`config.mk`:
```
export PLATFORM = sky130hd
export DESIGN_NAME = uabd_top
export DESIGN_NICKNAME = d
export VERILOG_FILES = /design/src/uabd_pkg.sv /design/src/uabd_prescale.sv /design/src/uabd_edge.sv /design/src/uabd_top.sv
export SDC_FILE = /design/constraint.sdc
export NUM_CORES = 1
export LEC_CHECK = 0
export BUFFER_PORTS_ARGS = -buffer_cell sky130_fd_sc_hd__buf_2
export CAP_MARGIN = 20
export CORE_MARGIN = 8
export CORE_UTILIZATION = 40
export CTS_CLUSTER_SIZE = 28
export DETAILED_ROUTE_END_ITERATION = 7
export PLACE_DENSITY = 0.71
export SETUP_SLACK_MARGIN = 0.3
export SKIP_CTS_REPAIR_TIMING = 1
export SLEW_MARGIN = 30
export SYNTH_ARGS = -nofsm -noshare
export SYNTH_HDL_FRONTEND = slang
export SYNTH_SLANG_ARGS = --single-unit
```
`constraint.sdc`:
```
create_clock -name clk -period 1.9 [get_ports clk]
set_clock_uncertainty 0.2 [all_clocks]
set_input_delay 0.19 -clock clk [delete_from_list [all_inputs] [get_ports clk]]
set_output_delay 0.19 -clock clk [all_outputs]
set_load 0.005 [all_outputs]
```
`src/uabd_pkg.sv`:
```
// shared constants for the automatic rate measurement block
package uabd_pkg;
  // =====================================================================
  // register map (word offsets on the plain register port)
  localparam logic [3:0] ADDR_CTRL      = 4'h0;
  localparam logic [3:0] ADDR_RATE_LOW  = 4'h1;
  localparam logic [3:0] ADDR_RATE_HIGH = 4'h2;
  localparam logic [3:0] ADDR_STATUS    = 4'h3;
  localparam logic [3:0] ADDR_RX_HOLD   = 4'h4;
  localparam logic [3:0] ADDR_TX_HOLD   = 4'h5;
  // =====================================================================
  // control register fields
  localparam int CTRL_ARM_BIT    = 0;
  localparam int CTRL_WAKE_BIT   = 1;
  localparam int CTRL_WIDE_BIT   = 3;
  localparam int CTRL_HIGH_BIT   = 4;
  localparam int CTRL_ASYNC_BIT  = 5;
  localparam int CTRL_ROLL_BIT   = 7;
  localparam logic [7:0] CTRL_RESET = 8'h20;
  // =====================================================================
  // status register fields
  localparam int STAT_RXF_BIT   = 0;
  localparam int STAT_IDLE_BIT  = 1;
  localparam int STAT_TXREJ_BIT = 2;
  // =====================================================================
  // counter clock dividers and edge count
  localparam int DIV_SLOW = 512;
  localparam int DIV_MID  = 128;
  localparam int DIV_FAST = 32;
  localparam int CAL_DIV  = 8;
  localparam logic [2:0] LAST_EDGE = 3'h5;
  localparam logic [7:0] CAL_CHAR  = 8'h55;
endpackage

```
`src/uabd_prescale.sv`:
```
// one-cycle enable pulses at the selected measurement counter rate
module uabd_prescale #(
  parameter int MAX_DIV = uabd_pkg::DIV_SLOW * uabd_pkg::CAL_DIV
) (
  // clock and reset
  input  wire logic       clk,
  input  wire logic       rst_b,
  // control
  input  wire logic       clear,
  input  wire logic [1:0] sel,
  // enable out
  output logic            tick
);
  initial begin
    if (MAX_DIV < uabd_pkg::DIV_SLOW * uabd_pkg::CAL_DIV) begin
      $error("uabd_prescale: MAX_DIV too small");
    end
  end

  localparam int CW = $clog2(MAX_DIV);
  localparam logic [CW-1:0] TERM_SLOW = CW'(uabd_pkg::DIV_SLOW * uabd_pkg::CAL_DIV - 1);
  localparam logic [CW-1:0] TERM_MID  = CW'(uabd_pkg::DIV_MID * uabd_pkg::CAL_DIV - 1);
  localparam logic [CW-1:0] TERM_FAST = CW'(uabd_pkg::DIV_FAST * uabd_pkg::CAL_DIV - 1);

  logic [CW-1:0] cnt_ff;
  logic [CW-1:0] nxt_cnt;
  logic [CW-1:0] term;
  logic          hit;

  // wide/high select: 00 slow, 01 or 10 mid, 11 fast, all at one eighth
  assign term    = (sel == 2'h0) ? TERM_SLOW :
                   (sel == 2'h3) ? TERM_FAST : TERM_MID; // see [RULE10] see [RULE11]
  assign hit     = (cnt_ff >= term);
  assign nxt_cnt = (clear || hit) ? '0 : cnt_ff + CW'(1);

  always_ff @(posedge clk) begin
    if (!rst_b) begin
      cnt_ff <= '0;
      tick   <= 1'b0;
    end else begin
      cnt_ff <= nxt_cnt;
      tick   <= hit && !clear;
    end
  end
endmodule

```
`src/uabd_edge.sv`:
```
// synchroniser and rising edge detector for the serial input pin
module uabd_edge (
  // clock and reset
  input  wire logic clk,
  input  wire logic rst_b,
  // pin
  input  wire logic serial_in_pin,
  // outputs
  output logic      level,
  output logic      rise
);
  logic meta_ff;
  logic sync_ff;
  logic prev_ff;

  // two-stage synchroniser, first stage read only by the second
  always_ff @(posedge clk) begin
    if (!rst_b) begin
      meta_ff <= 1'b1;
      sync_ff <= 1'b1;
      prev_ff <= 1'b1;
    end else begin
      meta_ff <= serial_in_pin;
      sync_ff <= meta_ff; // see [RULE19]
      prev_ff <= sync_ff;
    end
  end

  assign level = sync_ff;
  assign rise  = sync_ff && !prev_ff;
endmodule

```
`src/uabd_top.sv`:
```
// automatic rate measurement of a serial receiver
// Overview of operation
// [RULE1] measure only in asynchronous mode
// [RULE2] start bit while armed begins measurement
// [RULE3] rate generator becomes a pin-gated counter
// [RULE4] arming clears count, then awaits start bit
// [RULE5] remote sends calibration byte 55h
// [RULE6] counting starts on first rising edge
// [RULE7] fifth rising edge stops, disarms automatically
// [RULE8] rollover sets flag; software sets or clears
// [RULE9] rollover keeps measurement and arm set
// [RULE10] count clocked at one eighth rate
// [RULE11] select 00 /512, 01/10 /128, 11 /32
// [RULE12] count is always sixteen bits wide
// [RULE13] receiver held idle during measurement
// [RULE14] fifth edge sets receive flag; read clears
// [RULE15] with wake set, measure byte after break
// [RULE16] transmit holding writes blocked while armed
// [RULE17] software never arms during transmission
// [RULE18] measures both low and high bit times
// [RULE19] pin synchronised; edge count reset on arm
//
// The implementer's own choices: the address map and the address-and-strobe port.
module uabd_top (
  // clock and reset
  input  wire logic       clk,
  input  wire logic       rst_b,
  // register port
  input  wire logic [3:0] reg_addr,
  input  wire logic [7:0] reg_wdata,
  input  wire logic       reg_wr,
  input  wire logic       reg_rd,
  output logic      [7:0] reg_rdata,
  // serial side
  input  wire logic       serial_in_pin,
  // status to the rest of the serial port
  output logic            receiver_hold_idle,
  output logic            receive_flag,
  output logic            tx_write_ok,
  output logic      [7:0] tx_data
);
  // =====================================================================
  // states
  typedef enum logic [1:0] {
    ST_IDLE  = 2'b00,
    ST_START = 2'b01,
    ST_COUNT = 2'b11,
    ST_BREAK = 2'b10
  } uabd_state_t;

  uabd_state_t state_ff;
  uabd_state_t nxt_state;
  logic [7:0]  ctrl_ff;
  logic [15:0] rate_ff;
  logic [15:0] nxt_rate;
  logic [2:0]  edges_ff;
  logic [2:0]  nxt_edges;
  logic        rxf_ff;
  logic        txrej_ff;
  logic        break_seen_ff;

  logic        level;
  logic        rise;
  logic        tick;
  logic        fall;
  logic        prev_level_ff;

  // =====================================================================
  // decoding
  logic wr_ctrl;
  logic wr_low;
  logic wr_high;
  logic wr_stat;
  logic wr_tx;
  logic rd_rx;
  logic arm_set;
  logic allowed;
  logic armed;
  logic fifth;
  logic roll;
  logic clr_cnt;
  logic measuring;
  logic [7:0] ctrl_wr_val;
  logic [7:0] rd_mux;
  logic [7:0] stat_val;

  assign wr_ctrl = reg_wr && (reg_addr == uabd_pkg::ADDR_CTRL);
  assign wr_low  = reg_wr && (reg_addr == uabd_pkg::ADDR_RATE_LOW);
  assign wr_high = reg_wr && (reg_addr == uabd_pkg::ADDR_RATE_HIGH);
  assign wr_stat = reg_wr && (reg_addr == uabd_pkg::ADDR_STATUS);
  assign wr_tx   = reg_wr && (reg_addr == uabd_pkg::ADDR_TX_HOLD);
  assign rd_rx   = reg_rd && (reg_addr == uabd_pkg::ADDR_RX_HOLD);

  assign armed   = ctrl_ff[uabd_pkg::CTRL_ARM_BIT];
  // the mode bit written beside the arm bit decides, not the old one
  assign allowed = wr_ctrl ? reg_wdata[uabd_pkg::CTRL_ASYNC_BIT] :
                             ctrl_ff[uabd_pkg::CTRL_ASYNC_BIT]; // see [RULE1]
  assign arm_set = wr_ctrl && reg_wdata[uabd_pkg::CTRL_ARM_BIT] && !armed;
  assign fall    = !level && prev_level_ff;
  assign measuring = (state_ff != ST_IDLE);
  // fifth rising edge while counting ends the sequence
  assign fifth   = (state_ff == ST_COUNT) && rise &&
                   (edges_ff == uabd_pkg::LAST_EDGE - 3'h1); // see [RULE7] see [RULE18]
  assign roll    = (state_ff == ST_COUNT) && tick && (rate_ff == 16'hffff); // see [RULE8]
  assign clr_cnt = arm_set && allowed; // see [RULE4]

  uabd_prescale u_prescale (
    .clk   (clk),
    .rst_b (rst_b),
    .clear (clr_cnt),
    .sel   ({ctrl_ff[uabd_pkg::CTRL_WIDE_BIT], ctrl_ff[uabd_pkg::CTRL_HIGH_BIT]}),
    .tick  (tick)
  );

  uabd_edge u_edge (
    .clk           (clk),
    .rst_b         (rst_b),
    .serial_in_pin (serial_in_pin),
    .level         (level),
    .rise          (rise)
  );

  // =====================================================================
  // state machine
  always_comb begin
    nxt_state = state_ff;
    unique case (state_ff)
      ST_IDLE: begin
        if (clr_cnt) begin
          // wake set: skip the break character first
          nxt_state = reg_wdata[uabd_pkg::CTRL_WAKE_BIT] ? ST_BREAK : ST_START; // see [RULE15]
        end
      end
      ST_BREAK: begin
        // break ends on its rising edge; the next start bit is measured
        if (rise) begin
          nxt_state = ST_START; // see [RULE15]
        end
      end
      ST_START: begin
        // start bit seen, counting begins on first rising edge
        if (rise && break_seen_ff) begin
          nxt_state = ST_COUNT; // see [RULE2] see [RULE6]
        end
      end
      ST_COUNT: begin
        if (fifth) begin
          nxt_state = ST_IDLE;
        end
      end
    endcase
    if (!armed && !clr_cnt) begin
      nxt_state = ST_IDLE;
    end
  end

  // =====================================================================
  // rate count, always one sixteen-bit counter
  always_comb begin
    nxt_rate = rate_ff;
    if (clr_cnt) begin
      nxt_rate = 16'h0000; // see [RULE4]
    end else if ((state_ff == ST_COUNT) && tick) begin
      nxt_rate = rate_ff + 16'h0001; // see [RULE3] see [RULE12] see [RULE9]
    end else if (!measuring && wr_low) begin
      nxt_rate = {rate_ff[15:8], reg_wdata};
    end else if (!measuring && wr_high) begin
      nxt_rate = {reg_wdata, rate_ff[7:0]};
    end
  end

  assign nxt_edges = clr_cnt ? 3'h0 :
                     ((state_ff == ST_START) && rise && break_seen_ff) ? 3'h1 :
                     ((state_ff == ST_COUNT) && rise) ? edges_ff + 3'h1 : edges_ff; // see [RULE19]

  // control write; arm only when allowed, auto-clear on fifth edge, rollover set wins
  always_comb begin
    ctrl_wr_val = wr_ctrl ? reg_wdata : ctrl_ff;
    ctrl_wr_val[uabd_pkg::CTRL_ARM_BIT] = wr_ctrl ?
      (reg_wdata[uabd_pkg::CTRL_ARM_BIT] && allowed) : armed; // see [RULE1]
    if (fifth) begin
      ctrl_wr_val[uabd_pkg::CTRL_ARM_BIT] = 1'b0; // see [RULE7]
    end
    if (roll) begin
      ctrl_wr_val[uabd_pkg::CTRL_ROLL_BIT] = 1'b1; // see [RULE8]
    end
    ctrl_wr_val[6] = 1'b0;
    ctrl_wr_val[2] = 1'b0;
  end

  assign stat_val = {5'h00, txrej_ff, !measuring, rxf_ff};
  assign rd_mux   = (reg_addr == uabd_pkg::ADDR_CTRL)      ? ctrl_ff :
                    (reg_addr == uabd_pkg::ADDR_RATE_LOW)  ? rate_ff[7:0] :
                    (reg_addr == uabd_pkg::ADDR_RATE_HIGH) ? rate_ff[15:8] :
                    (reg_addr == uabd_pkg::ADDR_STATUS)    ? stat_val :
                    (reg_addr == uabd_pkg::ADDR_TX_HOLD)   ? tx_data : 8'h00;

  // =====================================================================
  // registers
  always_ff @(posedge clk) begin
    if (!rst_b) begin
      state_ff      <= ST_IDLE;
      ctrl_ff       <= uabd_pkg::CTRL_RESET;
      rate_ff       <= 16'h0000;
      edges_ff      <= 3'h0;
      prev_level_ff <= 1'b1;
      break_seen_ff <= 1'b0;
      reg_rdata     <= 8'h00;
      rxf_ff        <= 1'b0;
      txrej_ff      <= 1'b0;
    end else begin
      state_ff      <= nxt_state;
      ctrl_ff       <= ctrl_wr_val;
      rate_ff       <= nxt_rate;
      edges_ff      <= nxt_edges;
      prev_level_ff <= level;
      // a falling edge in the start state marks the start bit
      break_seen_ff <= (nxt_state == ST_START) && (break_seen_ff || fall); // see [RULE2]
      reg_rdata     <= reg_rd ? rd_mux : 8'h00;
      // fifth edge sets the flag, set wins over the read that clears it
      rxf_ff        <= fifth || (rxf_ff && !rd_rx); // see [RULE14]
      // sticky reject of a transmit write while armed; a status write with bit 2 set clears
      txrej_ff      <= (wr_tx && armed) ||
                       (txrej_ff && !(wr_stat && reg_wdata[uabd_pkg::STAT_TXREJ_BIT]));
    end
  end

  // transmit holding and outputs
  always_ff @(posedge clk) begin
    if (!rst_b) begin
      tx_data            <= 8'h00;
      tx_write_ok        <= 1'b0;
      receiver_hold_idle <= 1'b0;
      receive_flag       <= 1'b0;
    end else begin
      if (wr_tx && !armed) begin
        tx_data <= reg_wdata; // see [RULE16]
      end
      tx_write_ok        <= wr_tx && !armed; // see [RULE16]
      receiver_hold_idle <= (nxt_state != ST_IDLE); // see [RULE13]
      receive_flag       <= fifth || (rxf_ff && !rd_rx);
    end
  end
endmodule

```
# Word-level counts from Yosys, hierarchy flattened
# Index checks and enable logic that the tools add are counted.
dict set report word_totals {
  register_bits 66
  word_cells 116
}
dict set report op_classes {
  n_addsub 3
  n_lt_le_gt_ge 1
  n_eq_ne 13
  muxes 22
  n_bitwise 1
  n_reduce_logical 55
}
# operator count
set ops {}
lappend ops {{$mux W16} 3}
lappend ops {{$mux W8} 6}
lappend ops {{$logic_and A1 B1 Y1} 29}
lappend ops {{$add A16 B1 Y16 const B} 1}
lappend ops {{$eq A16 B16 Y1 const B} 1}
lappend ops {{$add A12 B1 Y12 const B} 1}
lappend ops {{$ge A12 B12 Y1} 1}
lappend ops {{$mux W12} 1}
lappend ops {{$mux W2} 6}
lappend ops {{$reduce_bool A2 Y1} 6}
lappend ops {{$mux W10} 1}
lappend ops {{$eq A4 B2 Y1 const B} 2}
lappend ops {{$eq A4 B3 Y1 const B} 2}
lappend ops {{$pmux W2 S4} 1}
lappend ops {{$logic_not A1 Y1} 7}
lappend ops {{$eq A2 B2 Y1 const B} 3}
lappend ops {{$reduce_or A2 Y1} 3}
lappend ops {{$eq A2 B1 Y1 const B} 2}
lappend ops {{$eq A4 B1 Y1 const B} 1}
lappend ops {{$logic_not A2 Y1} 2}
lappend ops {{$logic_not A4 Y1} 1}
lappend ops {{$logic_or A1 B1 Y1} 4}
lappend ops {{$mux W1} 4}
lappend ops {{$reduce_and A2 Y1} 2}
lappend ops {{other kinds (5)} 5}

# Longest topological paths before layout
# Gate-level depths: netlist of the first run.
dict set report depth {
  word_depth 10
  ltp_mapped 8
  depth_no_buf 7
}

# By module
# A second synthesis of the first run with hierarchy kept.
dict set report unflattened {
  cells_unflattened 367
  hier_area_um2 3190.6
}
# mod instances cells_each area_per_inst_um2
set by_module_without_submodules {}
lappend by_module_without_submodules {uabd_top 1 290 2428.6}
lappend by_module_without_submodules {uabd_prescale 1 70 669.4}
lappend by_module_without_submodules {uabd_edge 1 7 92.6}

# Least setup slack after synthesis of the first run
# No wires, ideal clock.
dict set report synth_timing {
  path_kind {register to register}
  from {register ctrl_ff[4]}
  to {register u_prescale.cnt_ff[10]}
  setup_ps 64
  arrival_ps 1572
  path_slack_ps 64
  path_stages_with_launch 8
  period_less_slack_ps 1836
  cell_sequence {dfxtp_1 or2_2 ha_1 a21o_1 a31oi_1 nand2b_1 buf_4 nor2_1}
}
dict set report synth_via {
  elab_chain_cells 6
}
# item line_no
set synth_rtl {}
lappend synth_rtl {{start, declared} uabd_top.sv:53} ;# logic [7:0] ctrl_ff;
lappend synth_rtl {{start signal, assigned} uabd_top.sv:203} ;# ctrl_ff <= uabd_pkg::CTRL_RESET;
lappend synth_rtl {{start signal, assigned} uabd_top.sv:213} ;# ctrl_ff <= ctrl_wr_val;
lappend synth_rtl {{$eq A2 B2 Y1} uabd_prescale.sv:32} ;# (sel == 2'h3) ? TERM_FAST : TERM_MID;
lappend synth_rtl {{$mux W10} uabd_prescale.sv:32}
lappend synth_rtl {{$mux W12 (*)} uabd_prescale.sv:31} ;# assign term = (sel == 2'h0) ? TERM_SLOW :
lappend synth_rtl {{$ge A12 B12 Y1 (*)} uabd_prescale.sv:33} ;# assign hit = (cnt_ff >= term);
lappend synth_rtl {{$logic_or A1 B1 Y1 (*)} uabd_prescale.sv:34} ;# assign nxt_cnt = (clear || hit) ? '0 : cnt_ff + CW'(1);
lappend synth_rtl {{$reduce_or A2 Y1 (no line) (*)} --}
lappend synth_rtl {{end signal, assigned} uabd_prescale.sv:41} ;# cnt_ff <= nxt_cnt;
lappend synth_rtl {{end, declared} uabd_prescale.sv:25} ;# logic [CW-1:0] cnt_ff;
# Mark *: on every way between the ends. The rest lies on a longest branch, timed or not.
# A chain may end at the register's enable or synchronous reset.

# Worst setup path after layout of the first run
dict set report layout_timing {
  from {register ctrl_ff[3]}
  to {register u_prescale.tick}
}
dict set report layout_via {
  elab_chain_cells 5
}
# item line_no
set layout_rtl {}
lappend layout_rtl {{$eq A2 B2 Y1} uabd_prescale.sv:32}
lappend layout_rtl {{$mux W10} uabd_prescale.sv:32}
lappend layout_rtl {{$mux W12 (*)} uabd_prescale.sv:31}
lappend layout_rtl {{$ge A12 B12 Y1 (*)} uabd_prescale.sv:33}
lappend layout_rtl {{$logic_and A1 B1 Y1 (*)} uabd_prescale.sv:42} ;# tick <= hit && !clear;
lappend layout_rtl {{end signal, assigned} uabd_prescale.sv:42}
lappend layout_rtl {{end, declared} uabd_prescale.sv:12} ;# output logic tick
# Marked as above.

==> results of run 1 <==
path summary, 6_finish.rpt:
check	cells past startpoint	endpoint	slack, ns	start
max	7	u_prescale.tick	0.08	ctrl_ff[3]
max reg2reg	7	u_prescale.tick	0.08	ctrl_ff[3]
min reg2reg	1	u_prescale.cnt_ff[0]	0.23	u_prescale.cnt_ff[0]
min	4	receive_flag	-0.02	reg_rd
sequential cells by signal (all words and copies together) (netlist names), 2 cells and up:
register	count
tx_data	8
rate_ff	16
ctrl_ff	6
reg_rdata	8
u_prescale.cnt_ff	12
state_ff	2
edges_ff	3
critical path, cell delays in order (launching register included):
cell     delay, ns
dfxtp_2       0.34
and2_4        0.18
ha_4          0.28
nand2_4       0.05
o41ai_4       0.27
a31oi_4       0.18
buf_4         0.19
nor2_4        0.07
final cells by class:
type	count	area share, %
clock buffer	9	2.91
clock inverter	6	0.883
inverter	9	0.795
multi-input combinational	272	47.4
sequential	64	31.1
tap	102	3.00
timing repair buffer	85	13.8
per-layer routing:
metal	global-route usage (%)	part of all wire (%)
met2	24.8	49
met4	9.20	3.9
met3	3.78	5.5
met1	18.4	42
met5	0	0
cells by family (layout without fill, tap and decap cells):
kind of cell | Yosys count | in the layout | share of synthesized area (%)
and+or+nand+nor | 161 | 163 | 27.3
adders and majority gates | 8 | 8 | 3.21
xor gates and xnor gates | 10 | 10 | 2.80
AOI/OAI and AO/OA | 75 | 75 | 16.2
buffers and inverters | 27 | 109 | 4.29
muxes | 16 | 16 | 5.17
DFF | 64 | 64 | 41.0
power by group through the flow:
stage	Sequential (uW)	Clock [uW]	Combinational (uW)
2_1_floorplan	1400	0	112
3_3_place_gp	1410	0	164
3_5_place_dp	1410	0	166
4_1_cts	1380	1020	167
5_1_grt	1370	1090	219
6_report	1370	999	204
cells in the final DEF, fill, tap and decap left out, types with 4 or more instances in the layout:
cell	count
a211oi_2	4
nor2_1	40
a22oi_1	6
dlygate4sd3_1	9
dfxtp_4	9
buf_6	4
xor2_1	5
nand4_1	6
o211ai_1	4
mux2i_1	15
buf_4	37
a21oi_1	24
nand3_1	18
buf_2	35
ha_4	4
nor3_1	4
dfxtp_1	48
nor3_4	4
inv_1	9
a22o_1	4
o21ai_0	6
nand2_1	33
dfxtp_2	7
and3_1	4
xnor2_1	5
clkbuf_8	9
nor2_2	4
cells in the mapped netlist, types with 2 or more instances:
cell type | number | area, um2
xnor2_1 | 5 | 43.8
xor2_1 | 5 | 43.8
or2_2 | 4 | 25.0
mux2i_1 | 15 | 150
o41ai_1 | 2 | 17.5
ha_1 | 8 | 100
a21oi_1 | 26 | 130
nand2_1 | 35 | 131
a211oi_1 | 4 | 30.0
a22o_1 | 4 | 35.0
nor2_1 | 46 | 173
o21ai_1 | 2 | 10.0
o22ai_1 | 2 | 12.5
nand4b_1 | 2 | 17.5
a21o_1 | 2 | 15.0
inv_1 | 9 | 33.8
clkbuf_1 | 5 | 18.8
o21ai_0 | 9 | 45.0
a22oi_1 | 6 | 45.0
nor4_1 | 3 | 18.8
and3_1 | 6 | 37.5
or3_1 | 2 | 12.5
nor4b_1 | 2 | 17.5
nor4b_4 | 2 | 47.6
a221oi_2 | 2 | 30.0
nor3b_1 | 2 | 15.0
nand2b_1 | 4 | 25.0
buf_4 | 4 | 30.0
buf_2 | 8 | 40.0
o211ai_1 | 4 | 30.0
nand3b_1 | 3 | 22.5
nand3_1 | 22 | 110
nor3_1 | 9 | 45.0
nor2b_1 | 3 | 18.8
a31oi_1 | 4 | 25.0
nand4_1 | 6 | 37.5
dfxtp_1 | 64 | 1280
per-stage QoR:
| stage | util, % | setup slack (ns) |
|---|---|---|
| 2_1_floorplan | - | 0.146 |
| 3_3_place_gp | 47.5 | 0.0846 |
| 3_5_place_dp | 47.5 | 0.0341 |
| 4_1_cts | 49.6 | 0.0761 |
| 5_1_grt | 55.6 | 0.0228 |
| 6_report | 55.6 | 0.0751 |
==> flow_metrics.tcl, run 1 <==
set metrics [dict create \
    status "complete, but fails checks" \
    violations "negative hold slack" \
    grt_max_degree 16 \
    antenna_cells 0 \
    dieArea_um2 10900 \
    ys_seq_area_share_pct 41.0 \
    crit_required_ns 1.98 \
    cts-root-buf "clkbuf_8" \
    relSlewSlack_pct 66.0 \
    synth_edf_count 0 \
    rsz0062_at_grt "true" \
    holdCritPathClass "primary input to flip-flop" \
    ir_drop_uv 366 \
    grt-ovfl-total 0 \
    comb_power_share_pct 7.9 \
    grt.total_usage_pct 15.5 \
    gp_congestion 0.885 \
    ys_warn_count 0 \
    power_density_nw_per_um2 604 \
    die_w_um 104 \
    clock.fmax_ghz 0.548 \
    min_period_ns 1.82 \
    ant_nets 0 \
    ys_ff_latch 64 \
    fillers 662 \
    start_util_pct 40.8 \
    drtIter0Drc 320 \
    cp_data_arrival_time_ns 1.90 \
    synth_fp_nets 386 \
    grt_pass1_vias 2778 \
    holdWs_ns -0.0193 \
    p_sw_share_pct 26.3 \
    cts_tree "built" \
    crit_type "flip-flop to flip-flop" \
    finalSetupViolCount 0 \
    dpl_cell_area_um2 3630 \
    drv_slew 0 \
    layout-drive-gt1-share_pct 37.1 \
    drv_cap 0 \
    worst_slew_pin_slew_ns 0.510 \
    dp.cells 503 \
    dp_hpwl_um 6150 \
    final.setup.tns_ns 0 \
    p_leak_uw 0.00178 \
    grt_pass1_wl_um 13800 \
    critPathCaptureType "flip-flop" \
    critical_path.max_fanout 4 \
    h-tree-depth 3 \
    io_buffer_count 35 \
    wirelength_um 9200 \
    clk_path_buf_depth 2 \
    insertion_delay_ns 0.34 \
    numCtsBuffers 9 \
    design_area_um2 4250 \
    internal_power_uw 1890 \
    num_rows 32 \
    vias_per_cell 5.64 \
    drc 0 \
    synthFlopType "dfxtp_1" \
    cts.sinks 64 \
    startpoint_type "flip-flop" \
    nets 466 \
    dieHeight_um 104 \
    ys_types 57 \
    clkTransAtPathRegs_ns 0.07 \
    ys_async_sr_fraction_pct 0 \
    avgSynthCellArea_um2 8.65 \
    clock_power_share_pct 38.9 \
    hold_viol 1 \
    firstDrtPassIters 5 \
    wire_per_inst_um 16.8 \
    p_switching_uw 675 \
    synthCells 361 \
    area_growth_pct 36.1 \
    fin_crit_sh_pct 96.0 \
    seq_power_share_pct 53.1 \
    multiInputGateArea_um2 2020 \
    final_cells 547 \
    io_pins 36 \
    antenna_found_initial 0 \
    seq_area_um2 1320 \
    vias 3087 \
    core_um2 7650 \
    p_total_uw 2570 \
    synth_area_um2 3120 \
]
(Power assumes the default switching activity.)
==> run 2: changes to the inputs <==
--- a/config.mk
+++ b/config.mk
@@ -5,13 +5,14 @@
 export SDC_FILE = /design/constraint.sdc
 export NUM_CORES = 1
 export LEC_CHECK = 0
+export ABC_AREA = 1
 export BUFFER_PORTS_ARGS = -buffer_cell sky130_fd_sc_hd__buf_2
 export CAP_MARGIN = 20
 export CORE_MARGIN = 8
-export CORE_UTILIZATION = 40
+export CORE_UTILIZATION = 47
 export CTS_CLUSTER_SIZE = 28
 export DETAILED_ROUTE_END_ITERATION = 7
-export PLACE_DENSITY = 0.71
+export PLACE_DENSITY = 0.79
 export SETUP_SLACK_MARGIN = 0.3
 export SKIP_CTS_REPAIR_TIMING = 1
 export SLEW_MARGIN = 30
==> constraint.sdc (replaced) <==
create_clock -name clk -period 1.9 [get_ports clk]
set_clock_uncertainty 0.2 [all_clocks]
set_input_delay 0.19 -clock clk [delete_from_list [all_inputs] [get_ports clk]]
set_output_delay 0.19 -clock clk [all_outputs]
set_load 0.1 [all_outputs]
==> flow_metrics.tcl, run 2 <==
set metrics [dict create \
    synth_area_leaders "dfxtp_1 (37%), nand2_1 (16%), inv_1 (7.2%)" \
    ys_warn_count 0 \
    io_pins 36 \
    grt-ovfl-total 0 \
    reg_top3 "rate_ff (16), u_prescale.cnt_ff (12)" \
    hold_end "tx_data[4]" \
    nets 598 \
    worst_slew_pin_slew_ns 0.493 \
    numCtsBuffers 9 \
    synth_top_family_by_area "simple AND/OR/NAND/NOR gates" \
    synth-xor-area-share_pct 1.25 \
    start_util_pct 48.3 \
    rsz0062_at_grt "true" \
    fillers 644 \
    min_period_ns 1.68 \
    startpoint_type "flip-flop" \
    synthMuxAreaShare_pct 0 \
    violations "negative hold slack" \
    power_density_nw_per_um2 632 \
    drtIter0Drc 206 \
    ys_types 36 \
    crit_type "flip-flop to flip-flop" \
    grt.total_usage_pct 18.0 \
    holdWs_ns -0.0204 \
    cts_tree "built" \
    wire_per_inst_um 14.2 \
    synthCells 508 \
    worst_slack_ns 0.220 \
    vias_per_cell 5.22 \
    cp_data_arrival_time_ns 1.76 \
    min-delay-start "reg_wdata[4]" \
    insertion_delay_ns 0.34 \
    die_w_um 102 \
    area_growth_pct 23.8 \
    vias 3535 \
    core_um2 7250 \
    synthTopCellsByCount "nand2_1 (145), inv_1 (67), dfxtp_1 (64), nand3_1 (38), nor2_1 (35)" \
    relSlewSlack_pct 67.4 \
    cts.sinks 64 \
    synth_fp_nets 533 \
    final_common_cell "nand2_1" \
    crit_start "u_prescale.cnt_ff[0]" \
    wirelength_um 9580 \
    synth_adder_area_share_pct 2.86 \
    cts-root-buf "clkbuf_8" \
    gp_congestion 0.974 \
    num_rows 31 \
    io_buffer_count 35 \
    dpl_worst_slack_ns -0.0607 \
    layout-drive-gt1-share_pct 27.5 \
    synth.most_common_cell "nand2_1" \
    clock.fmax_ghz 0.595 \
    ys_seq_area_share_pct 36.6 \
    largest_reg_flops 16 \
    grt_pass1_vias 3209 \
    grt_pass1_wl_um 14800 \
    synth_edf_count 0 \
    grt_max_degree 20 \
    rrSetupSlack_ns 0.22 \
    r2r-end "u_prescale.cnt_ff[10]" \
    holdCritPathClass "primary input to flip-flop" \
    drc 0 \
    clkTransAtPathRegs_ns 0.07 \
    synth_top_area_share_pct 36.6 \
    reg2reg_depth 6 \
    regMostFlops "rate_ff" \
    critical_path.max_fanout 3 \
    p_leak_uw 0.00191 \
    status "complete, but fails checks" \
    dieArea_um2 10500 \
    ir_drop_uv 361 \
    ant_nets 0 \
    finalSetupViolCount 0 \
    critPathCaptureType "flip-flop" \
    firstDrtPassIters 5 \
    hold_depth 3 \
    dp_hpwl_um 6950 \
    final_cells 677 \
    antenna_found_initial 0 \
    antenna_cells 0 \
    ys_ff_latch 64 \
    synthFlopType "dfxtp_1" \
    hold_viol 5 \
    synth_area_um2 3500 \
    r2r-start "u_prescale.cnt_ff[0]" \
    mostFrequentLayoutCells "nand2_1 (140), inv_1 (60), dfxtp_1 (51), nand3_1 (36), buf_2 (32)" \
    dieHeight_um 102 \
    netlist.top_cell.by_area "dfxtp_1" \
    drv_cap 0 \
    ys_async_sr_fraction_pct 0 \
    clk_path_buf_depth 2 \
    avgSynthCellArea_um2 6.90 \
    synth-simple-area-share_pct 35.1 \
    fin_crit_sh_pct 88.4 \
    h-tree-depth 3 \
    crit_required_ns 1.98 \
    dp.cells 645 \
    drv_slew 0 \
    synth_compound_area_share_pct 14.5 \
]
run 2: changes by cell type after synthesis, sizes merged, moves of 6 or more:
cell and delta:
nand3 +15, a22oi -6, o21ai +18, inv +63, nand2 +121, mux2i -15
a21oi +17, and3 -7, buf -7
run 2: where the power goes:
group	switching, uW	internal, uW
logic	162	71.5
clock network	515	612
registers	19.5	1360
run 2: cell type report:
type                       instances  area (um2)  area share (%)
clock buffer                      12         135            3.12
sequential                        64        1300            30.0
multi-input combinational        364        2030            46.9
clock inverter                     4        55.1            1.27
timing repair buffer              60         399            9.20
timing repair inverter             1        7.51           0.173
inverter                          73         280            6.46
tap                               99         124            2.86
run 2: cells by family (layout without fill, tap and decap cells):
family / after synthesis / in the layout
AOI/OAI and AO/OA: 85 / 85
adders and majority gates: 8 / 8
DFF: 64 / 64
xor gates and xnor gates: 5 / 5
and+or+nand+nor: 265 / 266
buffers and inverters: 81 / 150
run 2: worst max-delay path by stage:
stage | endpoint | cells after the start
2_1_floorplan | u_prescale.cnt_ff[9] | 10
3_3_place_gp | u_prescale.cnt_ff[2] | 8
3_5_place_dp | u_prescale.cnt_ff[2] | 8
4_1_cts | u_prescale.cnt_ff[2] | 9
5_1_grt | u_prescale.cnt_ff[10] | 6
6_report | u_prescale.cnt_ff[10] | 6
run 2: worst max-delay path, stage by stage (launching register included):
cell	delay [ns]
dfxtp_2	0.35
ha_1	0.21
nand3_2	0.13
nor2_2	0.17
nand4_1	0.13
or2_2	0.32
a21oi_2	0.11
run 2: routing by layer:
metal	vias to the layer above	global-route usage, %	routed length, um
met4	0	7.11	210
li1	1765	-	-
met3	21	3.88	620
met5	-	0	0
met1	1629	22.4	4280
met2	120	29.6	4470
run 2: per-stage QoR:
step	util (%)	TNS [ns]	total power, uW	cell area [um2]
6_report	59.8	0	2740	4340
5_1_grt	59.8	0	2850	4340
4_1_cts	55.3	0	2740	4010
3_5_place_dp	52.6	-0.200	1620	3820
3_3_place_gp	52.6	-0.00929	1620	3820
2_1_floorplan	-	0	1550	3510
